==> src/shared/pwrsc_pkg.sv <==
// Shared constants and types for the power-state and reset controller.
package pwrsc_pkg;
    // Bit positions of the conditioned pin levels.
    localparam int PIN_MAIN = 0;
    localparam int PIN_EN   = 1;
    localparam int PIN_IREG = 2;
    localparam int PIN_DRV  = 3;
    localparam int PIN_DIG  = 4;
    localparam int PIN_LIMP = 5;
    localparam int PIN_DIM  = 6;
    localparam int PIN_BST  = 7;
    localparam int PIN_W    = 9;
    // Filtered state inputs: the six supply and limp levels plus standby.
    localparam int LVL_STBY = 6;
    localparam int LVL_W    = 7;
    // Longest filter time in clock cycles, and the equal compares it needs.
    localparam int         FILT_MAX_CYC = 3;
    localparam logic [1:0] FILT_HOLD    = 2'(FILT_MAX_CYC - 1);
    // Values forced by reset.
    localparam logic TER_RST   = 1'b1;
    localparam logic RRST_RST  = 1'b1;
    localparam logic [PIN_W-1:0] PIN_RST = 9'h000;

    typedef enum logic [3:0] {
        PWRSC_SLEEP  = 4'h1,
        PWRSC_IDLE   = 4'h2,
        PWRSC_LIMP   = 4'h4,
        PWRSC_ACTIVE = 4'h8
    } pwrsc_state_type;
endpackage : pwrsc_pkg

==> src/logic/pwrsc_power_ctrl.sv <==
// Power-state selection, switching gate and register reset control.
`timescale 1ns/100ps
//
// Contract
// - Pick state from filtered supply, enable, limp and standby levels, filter at most 3 cycles.
// - Sleep keeps all outputs off and register bank in reset.
// - Idle never switches the gate drivers; regulator stays on.
// - Idle with digital supply present keeps registers and serial access working.
// - Entering limp home resets every register to default.
// - Limp home allows reads but blocks every register write.
// - Active switches only while the dimming input is high.
// - Each high-side driver runs only with its bootstrap level above threshold.
// - Any reset sets the transmission error flag to one.
// - Enable pin low: serial port off, registers reset, enter sleep.
// - Digital supply low: no driver activation, no serial access, registers reset.
// - Driver or regulator supply low stops switching, registers untouched.
// - Enable undervoltage also turns the internal regulator off.
// - Software reset bit restores all writable registers.
// - Software reset spares the calibration result; readable with calibration enable.
module pwrsc_power_ctrl
    import pwrsc_pkg::*;
(
    input  wire logic       ref_clk_i,
    input  wire logic       rst_n_i,
    input  wire logic       main_supply_i,
    input  wire logic       enable_undervoltage_pin_i,
    input  wire logic       internal_regulator_output_i,
    input  wire logic       driver_supply_input_i,
    input  wire logic       digital_supply_i,
    input  wire logic       limp_home_input_i,
    input  wire logic       dimming_input_i,
    input  wire logic [1:0] bootstrap_ok_i,
    input  wire logic       standby_request_bit_i,
    input  wire logic       software_reset_bit_i,
    input  wire logic       calibration_enable_bit_i,
    input  wire logic       ter_clear_i,
    output logic      [3:0] power_state_o,
    output logic            reg_reset_o,
    output logic            cal_reset_o,
    output logic            serial_access_o,
    output logic            write_allow_o,
    output logic            cal_read_o,
    output logic            regulator_enable_o,
    output logic            switch_enable_o,
    output logic      [1:0] high_side_drivers_o,
    output logic            transmission_error_flag_o
);

    // Input conditioning: three-stage synchroniser, agreement, level filter.
    logic [PIN_W-1:0] pin_raw;
    logic [PIN_W-1:0] sync1_reg, sync2_reg, sync3_reg;
    logic [PIN_W-1:0] agree_reg, agree_next;
    logic [LVL_W-1:0] lvl_now;
    logic [LVL_W-1:0] lvl_prev_reg, lvl_prev_next;
    logic [LVL_W-1:0] lvl_filt_reg, lvl_filt_next;
    logic [1:0]       cnt_reg, cnt_next;

    assign pin_raw = {bootstrap_ok_i, dimming_input_i, limp_home_input_i, digital_supply_i,
                      driver_supply_input_i, internal_regulator_output_i,
                      enable_undervoltage_pin_i, main_supply_i};
    assign lvl_now = {standby_request_bit_i, agree_reg[PIN_LIMP:PIN_MAIN]};

    always_comb begin
        // A pin change is taken only once stages two and three agree.
        agree_next    = (sync3_reg & ~(sync2_reg ^ sync3_reg))
                      | (agree_reg & (sync2_reg ^ sync3_reg));
        lvl_prev_next = lvl_now;
        if (lvl_now == lvl_prev_reg) begin
            cnt_next = (cnt_reg == FILT_HOLD) ? cnt_reg : cnt_reg + 2'h1;
        end else begin
            cnt_next = 2'h0;
        end
        // The state logic sees a level only after it held for the filter time.
        lvl_filt_next = (cnt_next == FILT_HOLD) ? lvl_now : lvl_filt_reg;
    end

    always_ff @(posedge ref_clk_i) begin
        if (!rst_n_i) begin
            sync1_reg    <= PIN_RST;
            sync2_reg    <= PIN_RST;
            sync3_reg    <= PIN_RST;
            agree_reg    <= PIN_RST;
            lvl_prev_reg <= '0;
            lvl_filt_reg <= '0;
            cnt_reg      <= 2'h0;
        end else begin
            sync1_reg    <= pin_raw;
            sync2_reg    <= sync1_reg;
            sync3_reg    <= sync2_reg;
            agree_reg    <= agree_next;
            lvl_prev_reg <= lvl_prev_next;
            lvl_filt_reg <= lvl_filt_next;
            cnt_reg      <= cnt_next;
        end
    end

    // Power state and everything derived from it.
    pwrsc_state_type state_reg, state_next;
    logic       rrst_reg, rrst_next;
    logic       crst_reg, crst_next;
    logic       access_reg, access_next;
    logic       write_reg, write_next;
    logic       calrd_reg, calrd_next;
    logic       ldo_reg, ldo_next;
    logic       sw_reg, sw_next;
    logic [1:0] hs_reg, hs_next;
    logic       ter_reg, ter_next;
    logic       en, main_ok, ireg_ok, drv_ok, dig_ok, limp, stby, limp_entry;

    always_comb begin
        main_ok = lvl_filt_reg[PIN_MAIN];
        en      = lvl_filt_reg[PIN_EN];
        ireg_ok = lvl_filt_reg[PIN_IREG];
        drv_ok  = lvl_filt_reg[PIN_DRV];
        dig_ok  = lvl_filt_reg[PIN_DIG];
        limp    = lvl_filt_reg[PIN_LIMP];
        stby    = lvl_filt_reg[LVL_STBY];
        if (!en || !main_ok) begin
            state_next = PWRSC_SLEEP;
        end else if (limp) begin
            state_next = PWRSC_LIMP;
        end else if (stby) begin
            state_next = PWRSC_IDLE;
        end else begin
            state_next = PWRSC_ACTIVE;
        end
        limp_entry = (state_next == PWRSC_LIMP) && (state_reg != PWRSC_LIMP);
        // Calibration storage only follows the hard sources, never software reset.
        crst_next  = !en || !dig_ok || (state_next == PWRSC_SLEEP) || limp_entry;
        rrst_next  = crst_next || software_reset_bit_i;
        access_next = en && dig_ok && (state_next != PWRSC_SLEEP);
        write_next  = access_next && (state_next != PWRSC_LIMP);
        calrd_next  = access_next && calibration_enable_bit_i;
        ldo_next    = en && (state_next != PWRSC_SLEEP);
        // Limp home keeps regulating from the backup path under the same gates.
        sw_next = ((state_next == PWRSC_ACTIVE) || (state_next == PWRSC_LIMP))
                && agree_reg[PIN_DIM] && dig_ok && ireg_ok && drv_ok;
        hs_next = {2{sw_next}} & agree_reg[PIN_BST +: 2];
        // Set beats a simultaneous clear so a reset is never missed.
        if (rrst_next) begin
            ter_next = 1'b1;
        end else if (ter_clear_i) begin
            ter_next = 1'b0;
        end else begin
            ter_next = ter_reg;
        end
    end

    always_ff @(posedge ref_clk_i) begin
        if (!rst_n_i) begin
            state_reg  <= PWRSC_SLEEP;
            rrst_reg   <= RRST_RST;
            crst_reg   <= RRST_RST;
            access_reg <= 1'b0;
            write_reg  <= 1'b0;
            calrd_reg  <= 1'b0;
            ldo_reg    <= 1'b0;
            sw_reg     <= 1'b0;
            hs_reg     <= 2'h0;
            ter_reg    <= TER_RST;
        end else begin
            state_reg  <= state_next;
            rrst_reg   <= rrst_next;
            crst_reg   <= crst_next;
            access_reg <= access_next;
            write_reg  <= write_next;
            calrd_reg  <= calrd_next;
            ldo_reg    <= ldo_next;
            sw_reg     <= sw_next;
            hs_reg     <= hs_next;
            ter_reg    <= ter_next;
        end
    end

    assign power_state_o             = state_reg;
    assign reg_reset_o               = rrst_reg;
    assign cal_reset_o               = crst_reg;
    assign serial_access_o           = access_reg;
    assign write_allow_o             = write_reg;
    assign cal_read_o                = calrd_reg;
    assign regulator_enable_o        = ldo_reg;
    assign switch_enable_o           = sw_reg;
    assign high_side_drivers_o       = hs_reg;
    assign transmission_error_flag_o = ter_reg;
endmodule : pwrsc_power_ctrl

==> config.mk <==
export PLATFORM = sky130hd
export DESIGN_NAME = pwrsc_power_ctrl
export DESIGN_NICKNAME = d
export VERILOG_FILES = /design/src/shared/pwrsc_pkg.sv /design/src/logic/pwrsc_power_ctrl.sv
export SDC_FILE = /design/constraint.sdc
export NUM_CORES = 1
export LEC_CHECK = 0
export ABC_CLOCK_PERIOD_IN_PS = 2100
export BUFFER_PORTS_ARGS = -buffer_cell sky130_fd_sc_hd__buf_2
export CAP_MARGIN = 10
export CORE_MARGIN = 4
export CORE_UTILIZATION = 59
export CTS_CLUSTER_DIAMETER = 30
export CTS_CLUSTER_SIZE = 8
export DETAILED_ROUTE_END_ITERATION = 10
export HOLD_SLACK_MARGIN = 0.06
export PLACE_DENSITY = 0.84
export SLEW_MARGIN = 20
export SYNTH_ARGS = -nofsm -noshare
export SYNTH_HDL_FRONTEND = slang
export SYNTH_SLANG_ARGS = --single-unit
==> constraint.sdc <==
create_clock -name ref_clk_i -period 2.1 [get_ports ref_clk_i]
set_input_delay 0.21 -clock ref_clk_i [delete_from_list [all_inputs] [get_ports ref_clk_i]]
set_output_delay 0.21 -clock ref_clk_i [all_outputs]
set_load 0.03 [all_outputs]
==> impl_metrics.xml <==
<?xml version="1.0" encoding="UTF-8"?>
<metrics>
  <group name="run_status">
    <metric name="run_status" unit="">finished, final reports clean</metric>
  </group>
  <group name="routing">
    <metric name="wl_met2" unit="µm">1466</metric>
    <metric name="highest_layer" unit="">met4</metric>
    <metric name="wl" unit="µm">3051</metric>
    <metric name="drt-vias-per-instance" unit="">4.610</metric>
    <metric name="vias" unit="">1323</metric>
    <metric name="drt-initial-drc-count" unit="">45</metric>
    <metric name="antenna_left" unit="">0</metric>
    <metric name="wl_met3" unit="µm">173</metric>
    <metric name="avgRoutedWirePerCell" unit="µm">10.63</metric>
    <metric name="drtPass1Iterations" unit="">2</metric>
    <metric name="m1WireLength" unit="µm">1326</metric>
    <metric name="drt_drc_violations_left" unit="">0</metric>
  </group>
  <group name="floorplan">
    <metric name="coreArea" unit="mm²">0.003337</metric>
    <metric name="io_pins" unit="">29</metric>
    <metric name="die_w" unit="µm">67.01</metric>
    <metric name="fp-row-count" unit="">21</metric>
    <metric name="effective_utilization_at_floorplan" unit="">0.6157</metric>
    <metric name="die_area" unit="mm²">0.004490</metric>
    <metric name="chipHeight" unit="µm">67.01</metric>
  </group>
  <group name="finish">
    <metric name="multi_input_comb_area" unit="µm²">660.6</metric>
    <metric name="fill_cells" unit="">239</metric>
    <metric name="final_net_count" unit="">252</metric>
    <metric name="postLayoutCoreUtil" unit="">0.7503</metric>
    <metric name="drive_above_1_share" unit="">0.1826</metric>
    <metric name="sequential_cell_area" unit="mm²">0.001321</metric>
    <metric name="syn2layout_area_growth" unit="%">21.86</metric>
    <metric name="finish.instance_area" unit="mm²">0.002504</metric>
    <metric name="antenna_cells_inserted" unit="">0</metric>
  </group>
  <group name="sta">
    <metric name="fmaxAchievable" unit="MHz">589.8</metric>
    <metric name="min_period_over_period" unit="">0.8074</metric>
    <metric name="min_period" unit="ns">1.695</metric>
    <metric name="tightest_slew" unit="ns">0.4791</metric>
    <metric name="timing.final.setup_violations" unit="">0</metric>
    <metric name="fin_tns_setup" unit="ns">0</metric>
    <metric name="slew_viol_final" unit="">0</metric>
    <metric name="finalHoldWorstSlack" unit="ns">0.1578</metric>
    <metric name="grt_setup_unrepaired" unit="">false</metric>
    <metric name="clock_skew" unit="ns">0.009912</metric>
    <metric name="hold_viol" unit="">0</metric>
    <metric name="max_slew_margin" unit="">0.6788</metric>
  </group>
  <group name="yosys">
    <metric name="yosys_most_used_dff" unit="">dfxtp_1</metric>
    <metric name="synth_top_area_share" unit="">0.6431</metric>
    <metric name="yosys_warnings" unit="">0</metric>
    <metric name="synth_common_cells" unit="">dfxtp_1 (66), and2_1 (32), nand2_1 (23)</metric>
    <metric name="synthTopCellsByArea" unit="">dfxtp_1 (64%), and2_1 (9.7%), nand2_1 (4.2%), mux2i_1 (3.4%), a21boi_0 (3.3%)</metric>
    <metric name="synthCells" unit="">190</metric>
    <metric name="yosysTopAreaCell" unit="">dfxtp_1</metric>
    <metric name="synth.ff_latch_count" unit="">66</metric>
    <metric name="synth_most_common_cell" unit="">dfxtp_1</metric>
    <metric name="postSynthAreaPerCell" unit="µm²">10.81</metric>
    <metric name="synth-async-reset-ratio" unit="">0</metric>
    <metric name="synth_enable_flop_cells" unit="">0</metric>
    <metric name="synth_seq_area_share" unit="">0.6431</metric>
    <metric name="post_synth_num_cell_types" unit="">23</metric>
    <metric name="syn_area" unit="mm²">0.002054</metric>
    <metric name="synth_fp_nets" unit="">206</metric>
  </group>
  <group name="place">
    <metric name="dpl_cell_area" unit="mm²">0.002232</metric>
    <metric name="globalplace.congestion" unit="">0.7331</metric>
    <metric name="buffer_ports.inserted" unit="">28</metric>
    <metric name="hpwlAfterDp" unit="µm">1945</metric>
  </group>
  <group name="grt">
    <metric name="grt_pass1_vias" unit="">1324</metric>
    <metric name="globalRouteOverflowTotal" unit="">0</metric>
    <metric name="grt_start_max_net_pins" unit="">54</metric>
    <metric name="grt.total_usage" unit="">0.1666</metric>
    <metric name="grt_pass1_wl" unit="µm">5326</metric>
    <metric name="grt_antenna_before_repair" unit="">0</metric>
  </group>
  <group name="power">
    <metric name="max-vdd-ir-drop" unit="mV">0.5163</metric>
    <metric name="power_per_cell_area" unit="mW/mm²">876.8</metric>
    <metric name="p_leak" unit="nW">1.161</metric>
  </group>
  <group name="clock_tree">
    <metric name="clock-root-buffer" unit="">clkbuf_4</metric>
    <metric name="cts_made_buffers" unit="">9</metric>
    <metric name="cts.clk_slew.worst_paths" unit="ns">0.10</metric>
    <metric name="clock-sinks" unit="">66</metric>
    <metric name="maximum_count_of_clock_buffers_along_a_single_path" unit="">2</metric>
    <metric name="htree_levels" unit="">3</metric>
    <metric name="cts_tree" unit="">done</metric>
    <metric name="post-cts-setup-buffers" unit="">0</metric>
    <metric name="clk-insertion-delay-late" unit="ns">0.38</metric>
  </group>
  <group name="job">
    <metric name="drv_cap" unit="">0</metric>
  </group>
  <group name="min_path">
    <metric name="worstHoldPathType" unit="">primary input to register</metric>
  </group>
  <group name="worst_setup_path">
    <metric name="cp_data_arrival_time" unit="ns">1.95</metric>
    <metric name="timing.setup.critical_path_class" unit="">primary input to register</metric>
    <metric name="crit_path_start_kind" unit="">primary input</metric>
    <metric name="path_max_fanout" unit="">7</metric>
    <metric name="timing.critical_path.required" unit="ns">2.36</metric>
    <metric name="worst_setup_path_end_kind" unit="">register</metric>
  </group>
</metrics>
[power breakdown]
group | total (mW) | leakage (nW) | switching [mW] | internal (mW)
sequential | 1.29 | 0.537 | 0.0101 | 1.28
clock | 0.826 | 0.0774 | 0.397 | 0.430
combinational | 0.0823 | 0.547 | 0.0334 | 0.0489
total | 2.20 | 1.16 | 0.440 | 1.76
[cell usage in the layout (no fill, tap or decap), types with 3 or more instances in the layout]
cell / instances
o21ai_0: 9
mux2i_1: 7
and2_1: 32
dlygate4sd3_1: 13
a21boi_0: 9
nor3_1: 3
dfxtp_1: 66
xnor2_1: 4
inv_1: 12
nand2_1: 23
buf_2: 28
xor2_1: 3
clkbuf_4: 9
clkbuf_1: 3
[final timing paths]
check / cells after the start / from / end / slack (ns)
worst max-delay path: 6 / standby_request_bit_i / lvl_filt_reg[0] / 0.40
worst min-delay path: 3 / rst_n_i / write_allow_o / 0.16
worst max register to register: 4 / register / lvl_filt_reg[0] / 0.55
worst min register to register: 1 / sync1_reg[5] / sync2_reg[5] / 0.44
[stage by stage]
| stage | instances | power, mW | setup WS, ns |
|---|---|---|---|
| global placement | 258 | 1.376 | 0.5838 |
| global route | 287 | 2.296 | 0.3079 |
| floorplan | 190 | 1.356 | 0.5112 |
| finish | 287 | 2.195 | 0.4046 |
| detailed placement | 258 | 1.380 | 0.5258 |
| CTS | 287 | 2.222 | 0.4104 |
[critical path, cell delays in order]
cell	delay [ns]
dlygate4sd3_1	0.53
buf_2	0.13
xor2_1	0.15
nor3_1	0.25
nand4bb_1	0.45
mux2i_1	0.23
[area by class of cell]
cell class,instances,share of cell area
Sequential cell,66,0.5277
Multi-Input combinational cell,105,0.2639
Timing Repair Buffer,42,0.1109
Clock buffer,14,0.04248
Tap cell,46,0.02299
Inverter,12,0.01799
Clock inverter,2,0.01399
[layer usage]
layer  up-vias  GRT usage
li1        697          -
met1       588     0.1596
met2        29     0.2834
met3         9    0.07251
met4         0     0.1139
met5         -          0
[kinds of logic after synthesis]
logic type | count (synthesis) | share of synthesized area
adders and majority gates | 1 | 0.006089
and+or+nand+nor | 70 | 0.1894
buffers and inverters | 19 | 0.03532
DFF | 66 | 0.6431
AOI/OAI and AO/OA | 20 | 0.06211
xor gates and xnor gates | 7 | 0.02984
muxes | 7 | 0.03411
[timing repair]
item / CTS / global route
hold buffers: 13 / 0
hold endpoints to repair: 13 / 0
gates resized for setup: 0 / 0
(Power assumes the default switching activity.)
